[config.mk]
export PLATFORM = sky130hd
export DESIGN_NAME = ivtm_core
export DESIGN_NICKNAME = d
export VERILOG_FILES = /design/src/ivtm_pkg.sv /design/src/ivtm_arbiter.sv /design/src/ivtm_trap_select.sv /design/src/ivtm_core.sv
export SDC_FILE = /design/constraint.sdc
export NUM_CORES = 2
export LEC_CHECK = 0
export BUFFER_PORTS_ARGS = -buffer_cell sky130_fd_sc_hd__buf_4
export CORE_MARGIN = 10
export CORE_UTILIZATION = 58
export CTS_CLUSTER_DIAMETER = 120
export CTS_CLUSTER_SIZE = 20
export DETAILED_ROUTE_END_ITERATION = 8
export PLACE_DENSITY = 0.78
export SLEW_MARGIN = 20
export SYNTH_ARGS = -nofsm -noshare
export SYNTH_HDL_FRONTEND = slang
export SYNTH_SLANG_ARGS = --single-unit
[constraint.sdc]
create_clock -name clk -period 94.1 [get_ports clk]
set_clock_uncertainty 0.05 [all_clocks]
set_input_delay 9.41 -clock clk [delete_from_list [all_inputs] [get_ports clk]]
set_output_delay 9.41 -clock clk [all_outputs]
set_load 0.01 [all_outputs]
[src/ivtm_pkg.sv]
package ivtm_pkg;

  localparam int NSRC  = 56;
  localparam int NTRAP = 8;
  localparam int IDXW  = 6;

  // one source control word, low byte of the register
  typedef struct packed {
    logic       ir;
    logic       ie;
    logic [3:0] priority_level_field;
    logic [1:0] group_level_field;
  } ivtm_ctrl_s;

  typedef struct packed {
    logic        we;
    logic        re;
    logic [7:0]  addr;
    logic [15:0] wdata;
  } ivtm_bus_s;

  localparam ivtm_ctrl_s CTRL_RESET = 8'h00;

  // register map, word addresses on the plain port
  localparam logic [7:0] ADDR_CTRL_LAST = 8'h37;
  localparam logic [7:0] ADDR_TRAP_FLAG = 8'h40;
  localparam logic [7:0] ADDR_EV_STATUS = 8'h41;
  localparam logic [7:0] ADDR_EV_CLEAR  = 8'h42;
  localparam logic [7:0] ADDR_EV_ENABLE = 8'h43;
  localparam logic [7:0] ADDR_SVC_STATE = 8'h44;

  // trap flag bit positions; 0..2 class a, 3..7 class b
  localparam int TF_NMI    = 0;
  localparam int TF_STKOF  = 1;
  localparam int TF_STKUF  = 2;
  localparam int TF_UNDOPC = 3;
  localparam int TF_PRTFLT = 4;
  localparam int TF_ILLOPA = 5;
  localparam int TF_ILLINA = 6;
  localparam int TF_ILLBUS = 7;
  localparam logic [7:0] TF_CLASS_A = 8'h07;
  localparam logic [7:0] TF_CLASS_B = 8'hf8;
  localparam logic [7:0] TF_RESET   = 8'h00;

  localparam logic [6:0] TRAPNUM_NMI   = 7'h02;
  localparam logic [6:0] TRAPNUM_STKOF = 7'h04;
  localparam logic [6:0] TRAPNUM_STKUF = 7'h06;
  localparam logic [6:0] TRAPNUM_B     = 7'h0a;

  // event status bits
  localparam int EV_TRAP_TAKEN = 0;
  localparam int EV_INT_TAKEN  = 1;
  localparam int EVW           = 2;

  // source index ranges and trap number bases
  localparam logic [6:0] TN_CC_LO   = 7'h10;
  localparam logic [6:0] TN_CC_MID  = 7'h30;
  localparam logic [6:0] TN_CC_HI   = 7'h44;
  localparam logic [6:0] TN_TIMERS  = 7'h20;
  localparam logic [6:0] TN_T7      = 7'h3d;
  localparam logic [6:0] TN_EXT     = 7'h40;
  localparam logic [6:0] TN_TXBUF   = 7'h47;

  // sources: 0-31 capture compare channels, 32-33 their timers 0/1, 34-47 timers 2-6,
  // capture reload, conversion done/overrun, async tx/rx/err, sync tx/rx/err,
  // 48-49 capture compare timers 7/8, 50 pwm, 51-54 ext periph 0-3, 55 async tx buffer
  function automatic logic [6:0] ivtm_trap_num(input logic [IDXW-1:0] i);
    logic [6:0] n;
    n = {1'b0, i};
    if (i < 6'd16) begin
      ivtm_trap_num = TN_CC_LO + n;
    end else if (i < 6'd29) begin
      ivtm_trap_num = TN_CC_MID + n - 7'd16;
    end else if (i < 6'd32) begin
      ivtm_trap_num = TN_CC_HI + n - 7'd29;
    end else if (i < 6'd48) begin
      ivtm_trap_num = TN_TIMERS + n - 7'd32;
    end else if (i < 6'd51) begin
      ivtm_trap_num = TN_T7 + n - 7'd48;
    end else if (i < 6'd55) begin
      ivtm_trap_num = TN_EXT + n - 7'd51;
    end else begin
      ivtm_trap_num = TN_TXBUF;
    end
  endfunction : ivtm_trap_num

  function automatic logic [15:0] ivtm_vec_addr(input logic [6:0] num);
    ivtm_vec_addr = {7'h00, num, 2'b00};
  endfunction : ivtm_vec_addr

endpackage : ivtm_pkg

[src/ivtm_arbiter.sv]
`timescale 1ns/1ps
module ivtm_arbiter (
  input  ivtm_pkg::ivtm_ctrl_s [ivtm_pkg::NSRC-1:0] ctrl,
  output logic                                      win_valid,
  output logic [ivtm_pkg::IDXW-1:0]                 win_idx,
  output logic [3:0]                                win_lvl
);

  logic [5:0] best_key;
  logic [5:0] cand_key;

  always_comb begin
    win_valid = 1'b0;
    win_idx   = '0;
    best_key  = 6'h00;
    cand_key  = 6'h00;
    for (int i = 0; i < ivtm_pkg::NSRC; i++) begin
      cand_key = {ctrl[i].priority_level_field, ctrl[i].group_level_field};
      if (ctrl[i].ir && ctrl[i].ie) begin
        // strict compare keeps the lower index on a full tie
        if (!win_valid || cand_key > best_key) begin
          win_valid = 1'b1;
          win_idx   = i[ivtm_pkg::IDXW-1:0];
          best_key  = cand_key;
        end
      end
    end
    win_lvl = best_key[5:2];
  end

endmodule : ivtm_arbiter

[src/ivtm_trap_select.sv]
`timescale 1ns/1ps
module ivtm_trap_select (
  input  logic [ivtm_pkg::NTRAP-1:0] pend,
  input  logic                       busy_a,
  input  logic                       busy_b,
  output logic                       valid,
  output logic                       cls_a,
  output logic [ivtm_pkg::NTRAP-1:0] sel,
  output logic [6:0]                 num
);

  always_comb begin
    valid = 1'b0;
    cls_a = 1'b0;
    sel   = '0;
    num   = 7'h00;
    // class a preempts class b, blocked only by a class a in service
    if (|(pend & ivtm_pkg::TF_CLASS_A) && !busy_a) begin
      valid = 1'b1;
      cls_a = 1'b1;
      if (pend[ivtm_pkg::TF_NMI]) begin
        sel[ivtm_pkg::TF_NMI] = 1'b1;
        num = ivtm_pkg::TRAPNUM_NMI;
      end else if (pend[ivtm_pkg::TF_STKOF]) begin
        sel[ivtm_pkg::TF_STKOF] = 1'b1;
        num = ivtm_pkg::TRAPNUM_STKOF;
      end else begin
        sel[ivtm_pkg::TF_STKUF] = 1'b1;
        num = ivtm_pkg::TRAPNUM_STKUF;
      end
    end else if (|(pend & ivtm_pkg::TF_CLASS_B) && !busy_a && !busy_b) begin
      // all class b conditions share one vector and are taken together
      valid = 1'b1;
      sel   = pend & ivtm_pkg::TF_CLASS_B;
      num   = ivtm_pkg::TRAPNUM_B;
    end
  end

endmodule : ivtm_trap_select

[src/ivtm_core.sv]
`timescale 1ns/1ps
module ivtm_core (
  input  logic                        clk,
  input  logic                        reset,
  input  ivtm_pkg::ivtm_bus_s         bus,
  output logic [15:0]                 rdata_q,
  input  logic [ivtm_pkg::NSRC-1:0]   src_req,
  input  logic [ivtm_pkg::NTRAP-1:0]  trap_evt,
  input  logic [3:0]                  cpu_level,
  input  logic                        vec_ack,
  input  logic                        trap_done,
  output logic                        vec_valid_q,
  output logic                        vec_is_trap_q,
  output logic [6:0]                  vec_num_q,
  output logic [15:0]                 vec_addr_q,
  output logic                        xfer_ok_q,
  output logic                        irq_q
);

  ivtm_pkg::ivtm_ctrl_s [ivtm_pkg::NSRC-1:0] ctrl_q;
  ivtm_pkg::ivtm_ctrl_s [ivtm_pkg::NSRC-1:0] ctrl_d;
  logic [ivtm_pkg::NTRAP-1:0]                tflag_q;
  logic [ivtm_pkg::NTRAP-1:0]                tflag_d;
  logic [ivtm_pkg::NTRAP-1:0]                tpend_q;
  logic [ivtm_pkg::NTRAP-1:0]                tpend_d;
  logic                                      busy_a_q;
  logic                                      busy_a_d;
  logic                                      busy_b_q;
  logic                                      busy_b_d;
  logic [ivtm_pkg::EVW-1:0]                  ev_st_q;
  logic [ivtm_pkg::EVW-1:0]                  ev_st_d;
  logic [ivtm_pkg::EVW-1:0]                  ev_en_q;
  logic [ivtm_pkg::EVW-1:0]                  ev_en_d;
  logic                                      irq_d;
  logic [15:0]                               rdata_d;
  logic                                      vec_valid_d;
  logic                                      vec_is_trap_d;
  logic [6:0]                                vec_num_d;
  logic [15:0]                               vec_addr_d;
  logic                                      xfer_ok_d;
  logic                                      off_cls_a_q;
  logic                                      off_cls_a_d;
  logic [ivtm_pkg::NTRAP-1:0]                off_sel_q;
  logic [ivtm_pkg::NTRAP-1:0]                off_sel_d;
  logic [ivtm_pkg::IDXW-1:0]                 off_src_q;
  logic [ivtm_pkg::IDXW-1:0]                 off_src_d;

  logic                                      win_valid;
  logic [ivtm_pkg::IDXW-1:0]                 win_idx;
  logic [3:0]                                win_lvl;
  logic                                      tr_valid;
  logic                                      tr_cls_a;
  logic [ivtm_pkg::NTRAP-1:0]                tr_sel;
  logic [6:0]                                tr_num;
  logic                                      ack_trap;
  logic                                      ack_int;
  logic                                      wr_ctrl;

  ivtm_arbiter u_arb (
    .ctrl      (ctrl_q),
    .win_valid (win_valid),
    .win_idx   (win_idx),
    .win_lvl   (win_lvl)
  );

  ivtm_trap_select u_trap (
    .pend   (tpend_q),
    .busy_a (busy_a_q),
    .busy_b (busy_b_q),
    .valid  (tr_valid),
    .cls_a  (tr_cls_a),
    .sel    (tr_sel),
    .num    (tr_num)
  );

  // an ack applies to the offer standing in the same cycle
  assign ack_trap = vec_ack && vec_valid_q && vec_is_trap_q;
  assign ack_int  = vec_ack && vec_valid_q && !vec_is_trap_q;
  assign wr_ctrl  = bus.we && (bus.addr <= ivtm_pkg::ADDR_CTRL_LAST);

  // one decode for every single-address register write
  function automatic logic wr_hit(input ivtm_pkg::ivtm_bus_s b, input logic [7:0] a);
    wr_hit = b.we && (b.addr == a);
  endfunction : wr_hit

  // source control words; a request in the cycle of its ack wins
  always_comb begin
    ctrl_d = ctrl_q;
    for (int i = 0; i < ivtm_pkg::NSRC; i++) begin
      if (wr_ctrl && bus.addr == 8'(i)) begin
        ctrl_d[i] = bus.wdata[7:0];
      end
      if (ack_int && off_src_q == i[ivtm_pkg::IDXW-1:0]) begin
        ctrl_d[i].ir = 1'b0;
      end
      if (src_req[i]) begin
        ctrl_d[i].ir = 1'b1;
      end
    end
  end

  always_ff @(posedge clk) begin
    if (reset) begin
      ctrl_q <= {ivtm_pkg::NSRC{ivtm_pkg::CTRL_RESET}};
    end else begin
      ctrl_q <= ctrl_d;
    end
  end

  // trap flags, software clears by writing ones
  always_comb begin
    tflag_d = tflag_q;
    if (wr_hit(bus, ivtm_pkg::ADDR_TRAP_FLAG)) begin
      tflag_d = tflag_q & ~bus.wdata[7:0];
    end
    // a new trap in the cycle of the clear is kept
    tflag_d = tflag_d | trap_evt;
  end

  always_ff @(posedge clk) begin
    if (reset) begin
      tflag_q <= ivtm_pkg::TF_RESET;
    end else begin
      tflag_q <= tflag_d;
    end
  end

  // pending traps, dropped when their offer is taken
  always_comb begin
    tpend_d = tpend_q;
    if (ack_trap) begin
      tpend_d = tpend_q & ~off_sel_q;
    end
    tpend_d = tpend_d | trap_evt;
  end

  always_ff @(posedge clk) begin
    if (reset) begin
      tpend_q <= '0;
    end else begin
      tpend_q <= tpend_d;
    end
  end

  // service nesting, the inner class a service ends first
  always_comb begin
    busy_a_d = busy_a_q;
    busy_b_d = busy_b_q;
    if (trap_done) begin
      if (busy_a_q) begin
        busy_a_d = 1'b0;
      end else begin
        busy_b_d = 1'b0;
      end
    end
    if (ack_trap) begin
      if (off_cls_a_q) begin
        busy_a_d = 1'b1;
      end else begin
        busy_b_d = 1'b1;
      end
    end
  end

  always_ff @(posedge clk) begin
    if (reset) begin
      busy_a_q <= 1'b0;
      busy_b_q <= 1'b0;
    end else begin
      busy_a_q <= busy_a_d;
      busy_b_q <= busy_b_d;
    end
  end

  // vector offer to the cpu
  always_comb begin
    vec_valid_d   = 1'b0;
    vec_is_trap_d = 1'b0;
    vec_num_d     = 7'h00;
    off_cls_a_d   = 1'b0;
    off_sel_d     = '0;
    off_src_d     = '0;
    // the offer drops for one cycle after each ack
    if (!vec_ack) begin
      if (tr_valid) begin
        vec_valid_d   = 1'b1;
        vec_is_trap_d = 1'b1;
        vec_num_d     = tr_num;
        off_cls_a_d   = tr_cls_a;
        off_sel_d     = tr_sel;
      end else if (win_valid && win_lvl > cpu_level && !busy_a_q && !busy_b_q) begin
        vec_valid_d = 1'b1;
        vec_num_d   = ivtm_pkg::ivtm_trap_num(win_idx);
        off_src_d   = win_idx;
      end
    end
    vec_addr_d = vec_valid_d ? ivtm_pkg::ivtm_vec_addr(vec_num_d) : 16'h0000;
    xfer_ok_d  = !busy_a_d && !busy_b_d;
  end

  always_ff @(posedge clk) begin
    if (reset) begin
      vec_valid_q   <= 1'b0;
      vec_is_trap_q <= 1'b0;
      vec_num_q     <= 7'h00;
      vec_addr_q    <= 16'h0000;
      off_cls_a_q   <= 1'b0;
      off_sel_q     <= '0;
      off_src_q     <= '0;
      xfer_ok_q     <= 1'b1;
    end else begin
      vec_valid_q   <= vec_valid_d;
      vec_is_trap_q <= vec_is_trap_d;
      vec_num_q     <= vec_num_d;
      vec_addr_q    <= vec_addr_d;
      off_cls_a_q   <= off_cls_a_d;
      off_sel_q     <= off_sel_d;
      off_src_q     <= off_src_d;
      xfer_ok_q     <= xfer_ok_d;
    end
  end

  // sticky event status, a take in the cycle of the clear is kept
  always_comb begin
    ev_st_d = ev_st_q;
    if (wr_hit(bus, ivtm_pkg::ADDR_EV_CLEAR)) begin
      ev_st_d = ev_st_q & ~bus.wdata[ivtm_pkg::EVW-1:0];
    end
    ev_st_d[ivtm_pkg::EV_TRAP_TAKEN] = ev_st_d[ivtm_pkg::EV_TRAP_TAKEN] | ack_trap;
    ev_st_d[ivtm_pkg::EV_INT_TAKEN]  = ev_st_d[ivtm_pkg::EV_INT_TAKEN] | ack_int;
  end

  always_ff @(posedge clk) begin
    if (reset) begin
      ev_st_q <= '0;
    end else begin
      ev_st_q <= ev_st_d;
    end
  end

  // event enable and level interrupt line
  always_comb begin
    ev_en_d = ev_en_q;
    if (wr_hit(bus, ivtm_pkg::ADDR_EV_ENABLE)) begin
      ev_en_d = bus.wdata[ivtm_pkg::EVW-1:0];
    end
    irq_d = |(ev_st_d & ev_en_d);
  end

  always_ff @(posedge clk) begin
    if (reset) begin
      ev_en_q <= '0;
      irq_q   <= 1'b0;
    end else begin
      ev_en_q <= ev_en_d;
      irq_q   <= irq_d;
    end
  end

  // read port, data in the cycle after the strobe only
  always_comb begin
    rdata_d = 16'h0000;
    if (bus.re) begin
      if (bus.addr <= ivtm_pkg::ADDR_CTRL_LAST) begin
        rdata_d = {8'h00, ctrl_q[bus.addr[ivtm_pkg::IDXW-1:0]]};
      end else begin
        unique case (bus.addr)
          ivtm_pkg::ADDR_TRAP_FLAG: rdata_d = {8'h00, tflag_q};
          ivtm_pkg::ADDR_EV_STATUS: rdata_d = {14'h0000, ev_st_q};
          ivtm_pkg::ADDR_EV_ENABLE: rdata_d = {14'h0000, ev_en_q};
          ivtm_pkg::ADDR_SVC_STATE: rdata_d = {14'h0000, busy_a_q, busy_b_q};
          default:                  rdata_d = 16'h0000;
        endcase
      end
    end
  end

  always_ff @(posedge clk) begin
    if (reset) begin
      rdata_q <= 16'h0000;
    end else begin
      rdata_q <= rdata_d;
    end
  end

endmodule : ivtm_core

# Word-level counts from Yosys, hierarchy flattened
# Index checks and enable logic that the tools add are counted.
# op_classes
div	0
n_reduce_logical	365
n_mux	540
mul	0
shift	0
bitwise_logic	16
add_sub_neg	11
n_eq_ne	115
magnitude_cmp	64
# ops
op	count
$mux W6	220
$mux W8	60
$gt A6 B6 Y1	55
$mux W1	241
$eq A8 B6 Y1 const B	24
$logic_and A1 B1 Y1	182
$reduce_bool A3 Y1	56
$eq A6 B6 Y1 const B	24
$eq A8 B5 Y1 const B	16
$eq A6 B5 Y1 const B	16
$mux W7	11
$eq A8 B4 Y1 const B	8
$logic_not A1 Y1	60
$logic_or A1 B1 Y1	55
$bmux W8 S6	1
$eq A6 B4 Y1 const B	8
$eq A8 B7 Y1 const B	5
$eq A8 B3 Y1 const B	4
$pmux W8 S4	1
$eq A6 B3 Y1 const B	4
$lt A6 B6 Y1 const B	4
$add A6 B6 Y7 const A	3
$sub A7 B6 Y7 const B	3
$and A8 B8 Y8	2
26 further kinds	48
# totals
inputBits	98
romBits	0
n_memories	0
output_inout_bits	43
latchBits	0
mem_bits_rw	0
word_cells	1354
reg_bits	528

# Logic depth before layout (Yosys ltp)
# logic_depth
ltp_word	233
depth_mapped	560
ltp_nobuf	538

# Modules after synthesis
# A second synthesis with hierarchy kept.
# hier_totals
cells_unflattened	5108
area_unflattened_um2	42874.9
# by_module_without_submodules
module	instances	seq_area_each_um2	area_per_inst_um2	cells_each
ivtm_core	1	10229.8	23540.1	2268
ivtm_arbiter	1	0.0	19147.1	2812
ivtm_trap_select	1	0.0	187.7	28

# Worst setup path after synthesis
# No wires, ideal clock.
# synth_path
kind	register -> register
startpoint	register ctrl_q[7] (netlist bit)
endpoint	register vec_addr_q[6]
path_buffers	22
required_time_ps	93916
path_stages_with_launch	503
period_less_slack_ps	94425
slack_ps	-325
setup_ps	134
arrival_time_ps	94241
path_cell_list	dfxtp_1 > and2_2 > nand2_1 > ha_1 > nand4_1 > o21bai_1 > a31oi_1 > clkbuf_1 > nand2_1 > o21ai_0 > inv_1 > ha_1 > nand4_1 > o21bai_1 > a311o_1 > buf_2 > a21oi_1 > inv_1 > (+467 left out) > a21oi_1 > nor2b_1 > o22ai_1 > o21ai_0 > and3_1 > buf_2 > nand2_1 > o21ai_1 > ha_1 > nor2b_1 > o21a_1 > o21a_1 > o211ai_1 > a31oi_1 > and2_1 > nand2_1 > dlygate4sd3_1 > nor3_1
# synth_via
elab_chain_len	233
word_cells_on_any_way	533
classes_between	11 x add/sub; 62 x order compare; 344 x mux; 1 x bitwise; 115 x reduce/logical
# synth_rtl
item	line	source
from (decl)	ivtm_core.sv:20	ivtm_pkg::ivtm_ctrl_s [ivtm_pkg::NSRC-1:0] ctrl_q;
from (signal assigned)	ivtm_core.sv:104	ctrl_q <= {ivtm_pkg::NSRC{ivtm_pkg::CTRL_RESET}};
from (signal assigned)	ivtm_core.sv:106	ctrl_q <= ctrl_d;
$logic_and A1 B1 Y1 (*)	ivtm_arbiter.sv:19	if (ctrl[i].ir && ctrl[i].ie) begin
$mux W6 / $mux W1 (equally long branches)	ivtm_arbiter.sv:19	
$gt A6 B6 Y1 / $logic_not A1 Y1 (equally long branches)	ivtm_arbiter.sv:21	if (!win_valid || cand_key > best_key) begin
$logic_or A1 B1 Y1	ivtm_arbiter.sv:21	
$mux W6 / $mux W1 (equally long branches)	ivtm_arbiter.sv:21	
$mux W6 / $mux W1 (equally long branches)	ivtm_arbiter.sv:19	
$gt A6 B6 Y1 / $logic_not A1 Y1 (equally long branches)	ivtm_arbiter.sv:21	
$logic_or A1 B1 Y1	ivtm_arbiter.sv:21	
(+217 left out)	-	
$mux W7	ivtm_pkg.sv:78	end else if (i < 6'd51) begin
$mux W7	ivtm_pkg.sv:76	end else if (i < 6'd48) begin
$mux W7	ivtm_pkg.sv:74	end else if (i < 6'd32) begin
$mux W7	ivtm_pkg.sv:72	end else if (i < 6'd29) begin
$mux W7	ivtm_pkg.sv:70	if (i < 6'd16) begin
$mux W7	ivtm_core.sv:191	end else if (win_valid && win_lvl > cpu_level && !busy_a_q && !busy_b_q) begin
$mux W7	ivtm_core.sv:185	if (tr_valid) begin
$mux W7	ivtm_core.sv:184	if (!vec_ack) begin
to (signal assigned)	ivtm_core.sv:215	vec_addr_q <= vec_addr_d;
to (decl)	ivtm_core.sv:15	output logic [15:0] vec_addr_q,
# Mark *: on every way between the ends. The rest lies on a longest branch, timed or not.
# A chain may end at the register's enable or synchronous reset.

# Worst setup path after layout
# layout_path
startpoint	register ctrl_q[6] (netlist bit)
endpoint	register vec_addr_q[6]
# Same word-level chain as after synthesis.

==> results.json <==
{
  "status": "finished clean",
  "start_util_pct": 58.66,
  "die_area_sq_um": 83730,
  "grt_max_degree": 203,
  "ys_seq_elements": 511,
  "layout.cells.non_filler": 6942,
  "critical-path-slowest-cell": "or4_4",
  "routedWlPerCell_um": 22.95,
  "leakagePower_nw": 23.05,
  "synthArstFlopShare_pct": 0,
  "ys_types": 166,
  "port_buffers": 115,
  "grtUsageTotal_pct": 34.31,
  "final_cell_mix": "buf_4 (1046), nor2_1 (806), dfxtp_1 (509)",
  "drt-pass1-iter-count": 9,
  "final_layout_size_suffix_gt1_share_pct": 32.34,
  "fp-row-count": 98,
  "fin_crit_sh_pct": 98.77,
  "cts_tree": "built",
  "synth_area_sq_um": 42080,
  "ys_seq_area_share_pct": 24.31,
  "via_count": 45179,
  "cp.required_ps": 94580,
  "rsz0062_at_grt": "yes",
  "dieWidth_um": 289.4,
  "power_density_nw_per_um2": 7.641,
  "syn_to_final_growth_pct": 27.40,
  "final_common_cell": "buf_4",
  "grt_pass1_vias": 41861,
  "clock-sinks": 511,
  "gp_congestion": 1.011,
  "regArea_sq_um": 10230,
  "fp.coreArea_sq_um": 71730,
  "arrival_ps": 93420,
  "antenna_left": 0,
  "setup_viol": 0,
  "dieHeight_um": 289.4,
  "antenna_found_initial": 7,
  "crit_top_cell": "ha_1",
  "whs_ps": 447.5,
  "fin_nets": 6333,
  "syn_avg_cell_area_sq_um": 8.198,
  "place_ws_ps": -3915,
  "fin_crit_ps": 92940,
  "cts_buffers": 29,
  "drc": 0,
  "post-route-util_pct": 74.74,
  "yosysWarnings": 0,
  "syn_inst": 5133,
  "max_stage_delay_ps": 500,
  "path_clk_slew_ps": 90,
  "multi_input_area_sq_um": 32160,
  "io_pins": 141,
  "critPathKind": "reg -> reg",
  "drt-initial-drc-count": 5342,
  "min_path_type": "reg -> reg",
  "clockRootBuffer": "clkbuf_16",
  "p_total_mw": 0.4096,
  "dp_cells": 6748,
  "cap_violations": 0,
  "synth_edf_count": 0,
  "yosys_most_used_dff": "dfxtp_1",
  "worst_slack_ps": 1157,
  "max_freq_mhz": 10.76,
  "overflow": 0,
  "worstPathMaxFanout": 8,
  "cts_buffer_depth": 3,
  "viasPerCell": 6.508,
  "clkLatencyLatePin_ps": 640,
  "ir_worst_vdd_mv": 0.01351,
  "max_slew.worst_pin.slew_ps": 1348,
  "slew_headroom_pct": 9.467,
  "n_fill_cell": 5120,
  "grt_pass1_wl_mm": 230.9,
  "finalMaxSlewViolations": 0,
  "report.final.hold_viol_count": 0,
  "wl_mm": 159.3,
  "dp_hpwl_mm": 111.9,
  "crit_path_start_kind": "register",
  "htree_levels": 1,
  "worst_setup_path_end_kind": "register"
}
==> registers in the layout, summed over array words and instances (netlist names) <==
signal         count
busy_a_q           1
busy_b_q           1
ctrl_q           448
ev_en_q            2
ev_st_q            2
irq_q              1
off_cls_a_q        1
off_sel_q          8
off_src_q          6
rdata_q            8
tflag_q            8
tpend_q            8
vec_addr_q         7
vec_is_trap_q      1
vec_num_q          7
vec_valid_q        1
xfer_ok_q          1
==> area by class of cell <==
type | instances | share of cell area, %
multi-input cells | 4093 | 59.99
flip-flops and latches | 511 | 19.09
repair buffers | 1079 | 15.37
well taps | 950 | 2.217
inverters | 276 | 1.937
clock buffers | 29 | 1.354
clock inverters | 2 | 0.03734
diodes | 2 | 0.009335
==> path summary, 6_finish.rpt <==
kind | startpoint | to | slack, ps | cells after the start
setup / recovery | ctrl_q[6] | vec_addr_q[6] | 1160 | 523
hold / removal | tpend_q[4] | off_sel_q[4] | 450 | 1
setup reg to reg | ctrl_q[6] | vec_addr_q[6] | 1160 | 523
hold reg to reg | tpend_q[4] | off_sel_q[4] | 450 | 1
==> critical path, delay by kind of cell (launching register included) <==
kind	cells	cell delay, ps
buffers and inverters	74	9200
AND/OR/NAND/NOR	127	18460
adder cells (fa/ha/maj)	60	15410
AO/OA/AOI/OAI	227	39750
multiplexers	35	9540
flip-flops	1	340
==> timing repair <==
action                     in CTS  in global routing
hold buffers                    0                  0
gates cloned                    3                  1
pin swaps                      21                271
resized for setup             108                527
setup endpoints to repair      21                 21
buffers inserted               26                132
==> power by group <==
part	switching, mW	leakage [nW]	internal, mW	total (mW)
combinational	0.0315	18.5	0.0212	0.0527
sequential	0.00303	4.14	0.219	0.222
clock	0.0798	0.368	0.0552	0.135
==> cell families after synthesis <==
group	synth area share (%)
adder cells (fa/ha/maj)	7.532
XOR/XNOR	1.204
AO/OA/AOI/OAI	18.98
other	0.008912
AND/OR/NAND/NOR	20.57
multiplexers	21.52
buffers and inverters	5.875
flip-flops	24.31
==> Yosys cell counts (20+ instances only) <==
master,n,area (sq um)
o21a_1,35,262.8
a31oi_1,68,425.4
a21o_1,54,405.4
nor2_1,841,3157
ha_1,245,3065
nor2b_1,26,162.7
buf_6,20,225.2
nand3_1,122,610.6
and2_1,64,400.4
mux4_2,136,3063
nand2_1,471,1768
nand4_1,48,300.3
a211o_1,21,183.9
a21oi_1,288,1441
or3_1,25,156.4
dfxtp_1,511,10230
o21ai_0,182,910.9
inv_1,273,1025
nor3_1,72,360.4
and3_1,40,250.2
a211oi_1,29,217.7
mux2i_1,507,5075
mux2_2,66,743.2
o31ai_1,24,180.2
clkbuf_1,167,626.9
o21ai_1,29,145.1
or2_2,23,143.9
buf_4,36,270.3
o211ai_1,48,360.4
xnor2_1,39,341.6
==> layer usage <==
layer | GRT usage, % | up-vias | wire length (um)
met5 | 0 | - | 83
met4 | 18.88 | 12 | 11250
met3 | 6.448 | 701 | 16490
met2 | 54.96 | 2643 | 71330
met1 | 43.13 | 21510 | 60150
li1 | - | 20313 | -
==> stage by stage <==
stage          cell area (sq um)  TNS, ps
3_3_place_gp               48900   -38380
3_5_place_dp               48900   -78920
6_report                   53610        0
4_1_cts                    50240        0
2_1_floorplan              42160        0
5_1_grt                    53610   -53710
(Power assumes the default switching activity.)
